File: src/inc/frc_pkg.sv
// Package for the flash rewrite control register block.
// Assumes a plain byte register port and an external flash sequencer.
package frc_pkg;
	// ----------------------------------------------------------------
	// Register offsets
	// ----------------------------------------------------------------
	localparam logic [15:0] FRC_OFF_SUSP = 16'h01B3; // Suspend control
	localparam logic [15:0] FRC_OFF_LOCK = 16'h01B5; // Block lock and mode
	localparam logic [15:0] FRC_OFF_MAIN = 16'h01B7; // Main control and status
	// ----------------------------------------------------------------
	// Main register field positions
	// ----------------------------------------------------------------
	localparam int FRC_M_RDY  = 0; // Ready flag
	localparam int FRC_M_RWE  = 1; // Rewrite mode enable
	localparam int FRC_M_LBE  = 2; // Low blocks rewrite enable
	localparam int FRC_M_STP  = 3; // Flash stop bit
	localparam int FRC_M_PERR = 6; // Program error flag
	localparam int FRC_M_EERR = 7; // Erase error flag
	// ----------------------------------------------------------------
	// Lock register field positions
	// ----------------------------------------------------------------
	localparam int FRC_L_SEL  = 1; // Rewrite mode select
	localparam int FRC_L_B0   = 5; // Block zero write lock
	localparam int FRC_L_B1   = 6; // Block one write lock
	localparam int FRC_L_FIX1 = 7; // Fixed one
	// ----------------------------------------------------------------
	// Suspend register field positions
	// ----------------------------------------------------------------
	localparam int FRC_S_SEN  = 0; // Suspend enable
	localparam int FRC_S_ESR  = 1; // Erase suspend request
	localparam int FRC_S_PSR  = 2; // Program suspend request
	localparam int FRC_S_EACT = 3; // Erase active flag
	localparam int FRC_S_PACT = 4; // Program active flag
	localparam int FRC_S_RDOK = 6; // Read allowed flag
	localparam int FRC_S_LPR  = 7; // Low power read enable
	// ----------------------------------------------------------------
	// Reset values
	// ----------------------------------------------------------------
	localparam logic [7:0] FRC_RST_MAIN = 8'h01; // Ready after reset
	localparam logic [7:0] FRC_LOCK_FIX = 8'h80; // Fixed bits of lock register
	localparam logic [7:0] FRC_SUSP_RST = 8'h40; // Read allowed after reset
	// ----------------------------------------------------------------
	// Types
	// ----------------------------------------------------------------
	typedef enum logic [1:0] {
		FRC_IDLE  = 2'b00, // No operation
		FRC_PROG  = 2'b01, // Auto-program running or suspended
		FRC_ERASE = 2'b10  // Auto-erase running or suspended
	} frc_op_t;

	// Sequencer events from the flash core
	typedef struct packed {
		logic       prog_start;  // Program command issued
		logic       erase_start; // Block erase command issued
		logic       target_blk1; // Command targets block 1
		logic       target_blk0; // Command targets block 0
		logic       op_done;     // Operation ended
		logic       op_error;    // Operation ended in error
		logic       clear_stat;  // Clear status command
		logic       irq_req;     // Enabled maskable interrupt request
	} frc_seq_t;

	// Whole block state
	typedef struct packed {
		logic       rwe;   // Rewrite mode enable
		logic       lbe;   // Low blocks rewrite enable
		logic       stp;   // Flash stop bit
		logic       perr;  // Program error flag
		logic       eerr;  // Erase error flag
		logic       sel;   // Rewrite mode select
		logic       lk0;   // Block zero write lock
		logic       lk1;   // Block one write lock
		logic       sen;   // Suspend enable
		logic       esr;   // Erase suspend request
		logic       psr;   // Program suspend request
		logic       lpr;   // Low power read enable
		frc_op_t    op;    // Operation in progress
		logic [7:0] rdata; // Read data register
	} frc_state_t;
endpackage

File: src/hw/frc_regs.sv
// Flash rewrite control and status registers with small operation tracker.
// Assumes a byte register port with one-cycle strobes and an external sequencer
// that reports command start, end and error.
//
// Operation
// - Stop bit blocks all flash array access
// - Stop in rewrite mode resets, powers down
// - Stop outside rewrite mode blocks array, no reset
// - Program error flag read-only, shows result
// - Erase error flag read-only, shows result
// - Clear status command clears both errors
// - Mode select picks in-place or RAM mode
// - Block 0 needs enable and unlocked
// - Block 1 needs enable and unlocked
// - Suspend enable gates all suspends
// - RAM mode erase suspend by software
// - In-place mode interrupt sets erase suspend
// - RAM mode program suspend by software
// - In-place mode interrupt sets program suspend
// - Erase active flag spans whole erase
// - Program active flag spans whole program
// - Read allowed zero while busy, one suspended
// - Low power read enable cuts read power
// - Ready flag low while busy, resets ready
// - Rewrite disable clears low blocks enable
// - Rewrite disable clears select and locks
// - Locks writable only in rewrite mode
// - Low blocks disabled rejects blocks 0,1
//
// The address-and-strobe port was decided locally.
`timescale 1ns/1ps

module frc_regs
	import frc_pkg::*;
(
	input  wire logic        CLK,       // System clock, 200 MHz
	input  wire logic        RST,       // Asynchronous reset, active high
	input  wire logic [15:0] ADDR,      // Register address
	input  wire logic [7:0]  WDATA,     // Write data
	input  wire logic        WR,        // Write strobe
	input  wire logic        RD,        // Read strobe
	output logic      [7:0]  RDATA,     // Read data, cycle after RD
	input  wire frc_seq_t    SEQ,       // Sequencer events
	output logic             CMD_ACCEPT, // Command allowed to start
	output logic             SUSPEND,    // Sequencer must hold
	output logic             ARRAY_EN,   // Flash array accessible
	output logic             FLASH_RESET, // Control circuit reset
	output logic             LOW_POWER,  // Array low power state
	output logic             LP_READ     // Low power read mode
);
	// ----------------------------------------------------------------
	// State
	// ----------------------------------------------------------------
	frc_state_t s_q;  // Registered state
	frc_state_t s_d;  // Next state
	logic       busy; // Operation in progress
	logic       susp; // Current operation suspended
	logic       blk_ok; // Target block open for rewrite
	logic       start;  // Accepted start
	logic [7:0] main_r; // Main register view
	logic [7:0] lock_r; // Lock register view
	logic [7:0] susp_r; // Suspend register view

	// ----------------------------------------------------------------
	// Combinational views
	// ----------------------------------------------------------------
	always_comb
	begin
		busy   = (s_q.op != FRC_IDLE);
		susp   = (s_q.op == FRC_ERASE && s_q.esr) || (s_q.op == FRC_PROG && s_q.psr);
		// Low blocks need enable and a clear lock
		blk_ok = 1'b1;
		if (SEQ.target_blk0 && !(s_q.lbe && !s_q.lk0))
			blk_ok = 1'b0;
		if (SEQ.target_blk1 && !(s_q.lbe && !s_q.lk1))
			blk_ok = 1'b0;
		CMD_ACCEPT = s_q.rwe && !s_q.stp && !busy && blk_ok;
		start      = CMD_ACCEPT && (SEQ.prog_start || SEQ.erase_start);
		// Register views, reserved bits fixed
		main_r = 8'h00;
		main_r[FRC_M_RDY]  = !busy;
		main_r[FRC_M_RWE]  = s_q.rwe;
		main_r[FRC_M_LBE]  = s_q.lbe;
		main_r[FRC_M_STP]  = s_q.stp;
		main_r[FRC_M_PERR] = s_q.perr;
		main_r[FRC_M_EERR] = s_q.eerr;
		lock_r = FRC_LOCK_FIX;
		lock_r[FRC_L_SEL] = s_q.sel;
		lock_r[FRC_L_B0]  = s_q.lk0;
		lock_r[FRC_L_B1]  = s_q.lk1;
		susp_r = 8'h00;
		susp_r[FRC_S_SEN]  = s_q.sen;
		susp_r[FRC_S_ESR]  = s_q.esr;
		susp_r[FRC_S_PSR]  = s_q.psr;
		susp_r[FRC_S_EACT] = (s_q.op == FRC_ERASE);
		susp_r[FRC_S_PACT] = (s_q.op == FRC_PROG);
		susp_r[FRC_S_RDOK] = !busy || susp;
		susp_r[FRC_S_LPR]  = s_q.lpr;
	end

	// ----------------------------------------------------------------
	// Next state
	// ----------------------------------------------------------------
	always_comb
	begin
		s_d = s_q;
		// Main register write
		if (WR && ADDR == FRC_OFF_MAIN)
		begin
			s_d.rwe = WDATA[FRC_M_RWE];
			s_d.lbe = WDATA[FRC_M_LBE] && WDATA[FRC_M_RWE];
			s_d.stp = WDATA[FRC_M_STP];
		end
		// Lock register write
		if (WR && ADDR == FRC_OFF_LOCK)
		begin
			s_d.sel = WDATA[FRC_L_SEL];
			if (s_q.rwe)
			begin
				s_d.lk0 = WDATA[FRC_L_B0];
				s_d.lk1 = WDATA[FRC_L_B1];
			end
		end
		// Suspend register write
		if (WR && ADDR == FRC_OFF_SUSP)
		begin
			s_d.sen = WDATA[FRC_S_SEN];
			s_d.lpr = WDATA[FRC_S_LPR];
			// Zero always resumes; one only from software in RAM mode
			if (!WDATA[FRC_S_ESR] || (!s_q.sel && s_q.sen && s_q.op == FRC_ERASE))
				s_d.esr = WDATA[FRC_S_ESR];
			if (!WDATA[FRC_S_PSR] || (!s_q.sel && s_q.sen && s_q.op == FRC_PROG))
				s_d.psr = WDATA[FRC_S_PSR];
		end
		// In-place mode interrupt suspends
		if (SEQ.irq_req && s_q.sel && s_q.sen)
		begin
			if (s_q.op == FRC_ERASE)
				s_d.esr = 1'b1;
			if (s_q.op == FRC_PROG)
				s_d.psr = 1'b1;
		end
		// Clear status command
		if (SEQ.clear_stat)
		begin
			s_d.perr = 1'b0;
			s_d.eerr = 1'b0;
		end
		// Operation tracking
		if (start)
		begin
			s_d.op = SEQ.erase_start ? FRC_ERASE : FRC_PROG;
			if (SEQ.erase_start)
				s_d.eerr = 1'b0;
			else
				s_d.perr = 1'b0;
		end
		else if (busy && !susp && SEQ.op_done)
		begin
			// Error set wins over a same-cycle clear
			if (s_q.op == FRC_PROG)
				s_d.perr = SEQ.op_error;
			else
				s_d.eerr = SEQ.op_error;
			s_d.op = FRC_IDLE;
		end
		// Requests exist only while their operation runs
		if (s_d.op != FRC_ERASE || !s_d.sen)
			s_d.esr = 1'b0;
		if (s_d.op != FRC_PROG || !s_d.sen)
			s_d.psr = 1'b0;
		// Rewrite disable clears dependents
		if (!s_d.rwe)
		begin
			s_d.lbe = 1'b0;
			s_d.sel = 1'b0;
			s_d.lk0 = 1'b0;
			s_d.lk1 = 1'b0;
		end
		// Stop in rewrite mode resets the operation
		if (s_d.stp && s_d.rwe)
		begin
			s_d.op  = FRC_IDLE;
			s_d.esr = 1'b0;
			s_d.psr = 1'b0;
		end
		// Read data
		s_d.rdata = 8'h00;
		if (RD)
		begin
			unique case (ADDR)
				FRC_OFF_MAIN: s_d.rdata = main_r;
				FRC_OFF_LOCK: s_d.rdata = lock_r;
				FRC_OFF_SUSP: s_d.rdata = susp_r;
				default:      s_d.rdata = 8'h00;
			endcase
		end
	end

	// ----------------------------------------------------------------
	// State register
	// ----------------------------------------------------------------
	always_ff @(posedge CLK or posedge RST)
	begin
		if (RST)
		begin
			s_q       <= '0;
			s_q.op    <= FRC_IDLE;
		end
		else
			s_q <= s_d;
	end

	// ----------------------------------------------------------------
	// Outputs
	// ----------------------------------------------------------------
	assign RDATA       = s_q.rdata;
	assign SUSPEND     = susp;
	assign ARRAY_EN    = !s_q.stp;
	assign FLASH_RESET = s_q.stp && s_q.rwe;
	assign LOW_POWER   = s_q.stp && s_q.rwe;
	assign LP_READ     = s_q.lpr;

	// ----------------------------------------------------------------
	// Assertions
	// ----------------------------------------------------------------
	property p_stop_blocks;
		@(posedge CLK) disable iff (RST) s_q.stp |-> !ARRAY_EN;
	endproperty
	a_stop_blocks: assert property (p_stop_blocks) else $error("array open while stopped");

	property p_stop_rst;
		@(posedge CLK) disable iff (RST) (s_q.stp && s_q.rwe) |-> (FLASH_RESET && !busy);
	endproperty
	a_stop_rst: assert property (p_stop_rst) else $error("stop did not reset");

	property p_stop_only;
		@(posedge CLK) disable iff (RST) !s_q.rwe |-> !LOW_POWER;
	endproperty
	a_stop_only: assert property (p_stop_only) else $error("low power without rewrite");

	property p_clr;
		@(posedge CLK) disable iff (RST) (SEQ.clear_stat && !busy) |=> (!s_q.perr && !s_q.eerr);
	endproperty
	a_clr: assert property (p_clr) else $error("clear status failed");

	property p_blk0;
		@(posedge CLK) disable iff (RST) (SEQ.target_blk0 && (!s_q.lbe || s_q.lk0)) |-> !CMD_ACCEPT;
	endproperty
	a_blk0: assert property (p_blk0) else $error("block 0 accepted");

	property p_blk1;
		@(posedge CLK) disable iff (RST) (SEQ.target_blk1 && (!s_q.lbe || s_q.lk1)) |-> !CMD_ACCEPT;
	endproperty
	a_blk1: assert property (p_blk1) else $error("block 1 accepted");

	property p_sen;
		@(posedge CLK) disable iff (RST) !s_q.sen |-> (!s_q.esr && !s_q.psr);
	endproperty
	a_sen: assert property (p_sen) else $error("suspend without enable");

	property p_irq_erase;
		@(posedge CLK) disable iff (RST)
			(SEQ.irq_req && s_q.sel && s_q.sen && s_q.op == FRC_ERASE && !s_q.stp
			 && !SEQ.op_done && !(WR && ADDR == FRC_OFF_SUSP)
			 && !(WR && ADDR == FRC_OFF_MAIN)) |=> s_q.esr;
	endproperty
	a_irq_erase: assert property (p_irq_erase) else $error("interrupt did not suspend");

	property p_ready;
		@(posedge CLK) disable iff (RST) (RD && ADDR == FRC_OFF_MAIN) |=> (RDATA[FRC_M_RDY] == $past(!busy));
	endproperty
	a_ready: assert property (p_ready) else $error("ready flag wrong");

	property p_rwe_off;
		@(posedge CLK) disable iff (RST) !s_q.rwe |-> (!s_q.lbe && !s_q.sel && !s_q.lk0 && !s_q.lk1);
	endproperty
	a_rwe_off: assert property (p_rwe_off) else $error("dependents not cleared");

	// Checked through the read path, so a broken read mux shows up too
	property p_rdok;
		@(posedge CLK) disable iff (RST)
			(RD && ADDR == FRC_OFF_SUSP && busy && !susp) |=> !RDATA[FRC_S_RDOK];
	endproperty
	a_rdok: assert property (p_rdok) else $error("read allowed while busy");

	// Erase stays active while it is held in suspend
	property p_erase_hold;
		@(posedge CLK) disable iff (RST)
			(s_q.op == FRC_ERASE && s_q.esr && !(WR && ADDR == FRC_OFF_MAIN)) |=> (s_q.op == FRC_ERASE);
	endproperty
	a_erase_hold: assert property (p_erase_hold) else $error("erase flag dropped in suspend");

	// An accepted program start raises the program active state
	property p_prog_start;
		@(posedge CLK) disable iff (RST)
			(start && !SEQ.erase_start && !(WR && ADDR == FRC_OFF_MAIN)) |=> (s_q.op == FRC_PROG);
	endproperty
	a_prog_start: assert property (p_prog_start) else $error("program flag not set");

	c_erase: cover property (@(posedge CLK) disable iff (RST) start && SEQ.erase_start);
	c_susp:  cover property (@(posedge CLK) disable iff (RST) susp ##1 !susp);
	c_err:   cover property (@(posedge CLK) disable iff (RST) busy && SEQ.op_done && SEQ.op_error);
endmodule // frc_regs

File: config.mk
export PLATFORM = sky130hd
export DESIGN_NAME = frc_regs
export DESIGN_NICKNAME = d
export VERILOG_FILES = /design/src/inc/frc_pkg.sv /design/src/hw/frc_regs.sv
export SDC_FILE = /design/constraint.sdc
export NUM_CORES = 1
export LEC_CHECK = 0
export ABC_AREA = 1
export BUFFER_PORTS_ARGS = -buffer_cell sky130_fd_sc_hd__buf_2
export CORE_MARGIN = 2
export CORE_UTILIZATION = 45
export CTS_CLUSTER_SIZE = 14
export DETAILED_ROUTE_END_ITERATION = 8
export PLACE_DENSITY_LB_ADDON = 0.2
export REMOVE_ABC_BUFFERS = 1
export SYNTH_ARGS = -nofsm -noshare
export SYNTH_HDL_FRONTEND = slang
export SYNTH_SLANG_ARGS = --single-unit
File: constraint.sdc
create_clock -name CLK -period 1.9 [get_ports CLK]
set_input_delay 0.285 -clock CLK [delete_from_list [all_inputs] [get_ports CLK]]
set_output_delay 0.285 -clock CLK [all_outputs]
set_load 0.01 [all_outputs]
; ---- Word level (Yosys, flattened, before mapping)
; Cells that the tools add are included.
[classes]
addsub = 0
n_reduce_logical = 43
magnitude_cmp = 0
n_bitwise = 0
n_div = 0
n_mux = 29
n_eq_ne = 10
n_shift = 0
mul = 0
[ops]
columns = operator, n
row1 = $eq A16 B9 Y1 const B, 3
row2 = $pmux W8 S3, 1
row3 = $logic_and A1 B1 Y1, 23
row4 = $mux W2, 10
row5 = $mux W1, 13
row6 = $logic_not A1 Y1, 11
row7 = $mux W3, 3
row8 = $mux W8, 1
row9 = $logic_or A1 B1 Y1, 7
row10 = $ne A2 B1 Y1 const B, 3
row11 = $mux W4, 1
row12 = $ne A2 B2 Y1 const B, 2
row13 = $eq A2 B1 Y1 const B, 1
row14 = $eq A2 B2 Y1 const B, 1
row15 = $reduce_and A2 Y1, 1
row16 = $reduce_bool A2 Y1, 1
[word_totals]
latch_bits = 0
ff_bits = 22
rom_bits = 0
elab_cells = 96
mem_count = 0
ram_bits = 0

; ---- Logic depth before layout (Yosys ltp)
[depth]
word_depth = 13
mapped_depth = 11
mapped_depth_nobuf = 11

; ---- Least setup slack after synthesis
; Ideal clock, no wire load.
[synth_timing]
kind = register to register
from = reg s_q, in the netlist main_r[3]
to = reg s_q[12] (netlist bit)
path_slack_ns = 0.539
stages_incl_launch_ff = 11
path_buffers = 0
t_arrival_ns = 1.242
required_time_ns = 1.780
cell_sequence = dfrtp_1 > inv_1 > nand2_1 > nor2_2 > inv_2 > nor2_4 > nand3_1 > nand3_1 > nor2_1 > nand2_1 > nor2_1
[synth_rtl]
columns = element, line
row1 = from (decl), frc_regs.sv:54  ; frc_state_t s_q;

; ---- Worst setup path after layout
[layout_timing]
from = reg s_q[9] (netlist bit)
to = out CMD_ACCEPT
[layout_between]
elab_chain_cells = 4
[layout_lines]
columns = element, line
row1 = $reduce_bool A2 Y1, frc_regs.sv:69  ; busy = (s_q.op != FRC_IDLE);
row2 = $logic_not A1 Y1, frc_regs.sv:77  ; CMD_ACCEPT = s_q.rwe && !s_q.stp && !busy && blk_ok;
row3 = $logic_and A1 B1 Y1 (2 in a row), frc_regs.sv:77
row4 = to (decl), frc_regs.sv:44  ; output logic CMD_ACCEPT,
; No other way between the ends.

==> run metrics <==
switch share=between 20% and 30%; Fmax=589 MHz; syn avg cell area=~7.4 um2; Mapped Area=about 1500 um2; num rows=20; # diodes=0; Top FF cell, synth=dfrtp_1; ys async rst share=100%; post-CTS sizing=0; setup bufs post-CTS=0; H-tree levels=1; status=completed; part of the power in registers=between 50% and 60%; CP Launch Type=register; worst vdd ir=approximately 0.00040 V; final hold violation count=0; sequential cell area fraction in the yosys report=37.4%; crit path time final=about 1.7 ns; commonest cells in the netlist=nand2_1 (41), inv_1 (34), dfrtp_1 (22); cts bufs inserted=3; Final Skew=0.00971 ns; initial core utilization=between 40% and 50%; antenna-violating nets left=0; Clock Tree Buf Depth=2; max-cap viol count=0; pin count of the biggest net entering global routing=23; clock sink count=22; RD Place Congestion=roughly 0.97; vias in the first global route=between 1,000 and 1,500; # fillers=about 300; Worst Path Max Fanout=5; FF+latch count, synth=22; leakage power=0.966 nW; CP cell instances=inv_1 -> nand2_2 -> nor2_2 -> inv_2 -> nor2_4 -> buf_2; layout cells sized above 1=between 30% and 40%; share of the synthesized area in the top cell type=37.4%; CTS tree=yes; cell type with the largest total area after synthesis=dfrtp_1; Yosys cell types=29; Die X=~60 um; hold crit path type=in -> reg; IO Port Bufs=48; vias per inst=4.64; Cells after Synth=198; die extent in y=just over 60 um; root buf cell=clkbuf_4; final setup fails=0; critical path's slowest cell=dfrtp_1; Clock Latency Late Sink=0.31 ns; Std-Cell Core Area=about 3100 um2; fin nets=between 200 and 300; DRC=0; Vias=~1,300; clock power share=about 30%; Post-synth EDFFs=0; Post-DP HPWL=around 2.6 mm; Switch Pwr=0.198 mW; GRT Total Usage=roughly a fifth; hold buffers post-CTS=1; die area=3740 um2; RSZ-0062 raised after global routing=false; drt initial violations=just over 40; final count of pins violating max slew=0; setup TNS=0 ns; I/O pins=50; Comb pwr share=about an eighth; power density cells=473 nW/um2; Crit. End Element=output port; Synth area leaders=dfrtp_1 (37%), nand2_1 (10%), inv_1 (8.7%), nand3_1 (5.8%), nor2_1 (4.8%); global route overflow=0; post-route cell area=1750 um2; Synth warnings=0; Max transition margin=79.7%; drt total wl=between 3 and 4 mm; Pint=approximately 0.63 mW; Worst EP arrival=roughly 1.4 ns; drt wl/cell=about 11 um; Setup CP Type=reg -> out; crit-path max cell delay=0.46 ns; Least-Margin Pin Slew=0.303 ns; Tot Pwr=between 0.8 and 0.9 mW; WP data required=1.62 ns; Area Overhead vs Synth=19.1%; top-count cell post-synth=nand2_1; Placed Area=1710 um2; initial antenna violation count=0; drt first pass iters=6; first-pass GRT wire length=5.15 mm; final core occ=57.0%; period utilization=89.3%; Clock Pin Slew Worst Setup and Hold Paths=roughly 0.12 ns; Hold Slack=0.178 ns
## power by group through the flow
stage | combinational, mW | sequential [mW] | clock, mW
after floorplan | 0.0469 | 0.482 | 0
after global placement | 0.0984 | 0.483 | 0
after detailed placement | 0.0999 | 0.483 | 0
after CTS | 0.102 | 0.474 | 0.267
after global routing | 0.116 | 0.475 | 0.287
final | 0.101 | 0.474 | 0.254
## final cells by class
type / count / area, um2 / share of cell area [%]
tap: 44 / 55.1 / 3.14
inverter: 37 / 139 / 7.92
timing repair buffer: 50 / 258 / 14.7
multi-input combinational: 130 / 714 / 40.8
sequential: 22 / 551 / 31.4
clock buffer: 4 / 36.3 / 2.07
## metal layers
| layer | global-route usage (%) | part of all wire [%] |
|---|---|---|
| met5 | 0 | 0 |
| met4 | 3.73 | 0.61 |
| met3 | 4.41 | 3.8 |
| met2 | 32.2 | 48 |
| met1 | 23.8 | 48 |
## worst paths after layout
path,cells past startpoint,endpoint,slack [ns],startpoint
worst max register to register,9,s_q[12],0.38,s_q[9]
worst max-delay path,6,CMD_ACCEPT,0.20,s_q[9]
worst min-delay path,3,lock_r[6],0.18,WDATA[6]
min in group asynchronous,4,LP_READ,0.54,RST
max in group asynchronous,4,RDATA[7],1.13,RST
worst min register to register,1,LP_READ,0.57,LP_READ
## worst max-delay path: cells and delay by family, from the launching register on
family | cells | cell delay [ns]
flops | 1 | 0.46
simple gates | 3 | 0.33
buf+inv | 3 | 0.31
## logic make-up (layout without fill, tap and decap cells)
group                  count (synthesis)  after routing  synth area share [%]
multiplexers                           1              1                 0.765
flip-flops                            22             22                  37.4
AND/OR/NAND/NOR                      105            105                  37.8
AO/OA/AOI/OAI                         24             24                  10.0
buffers and inverters                 46             91                  14.0
## metrics by stage
| step | std cells | setup WS (ns) |
|---|---|---|
| floorplan | 189 | 0.539 |
| global placement | 282 | 0.362 |
| detailed placement | 282 | 0.341 |
| CTS | 287 | 0.190 |
| global route | 287 | 0.0974 |
| finish | 287 | 0.203 |
## sequential cells by signal, summed over array words and instances (netlist names)
| name | flops |
|---|---|
| s_q | 5 |
| main_r | 5 |
| lock_r | 3 |
| LP_READ | 1 |
| RDATA | 8 |
## cell usage in the layout, fill, tap and decap left out, types with 2 or more instances in the layout
master	synthesis	routed
nor2_1	19	19
nor2_4	4	4
nand4_1	6	6
nand2_1	41	41
o21ai_0	7	7
a31oi_1	2	2
nand3_2	2	2
o22ai_1	5	5
clkbuf_4	0	3
dfrtp_1	22	22
a21oi_1	2	2
nand2_4	2	2
o21ai_1	2	2
nand3_1	17	17
inv_2	3	3
inv_1	34	34
nor2_2	4	4
o21ai_2	2	2
nand2_2	5	5
buf_2	0	48
Power figures use the tool's default switching activity.
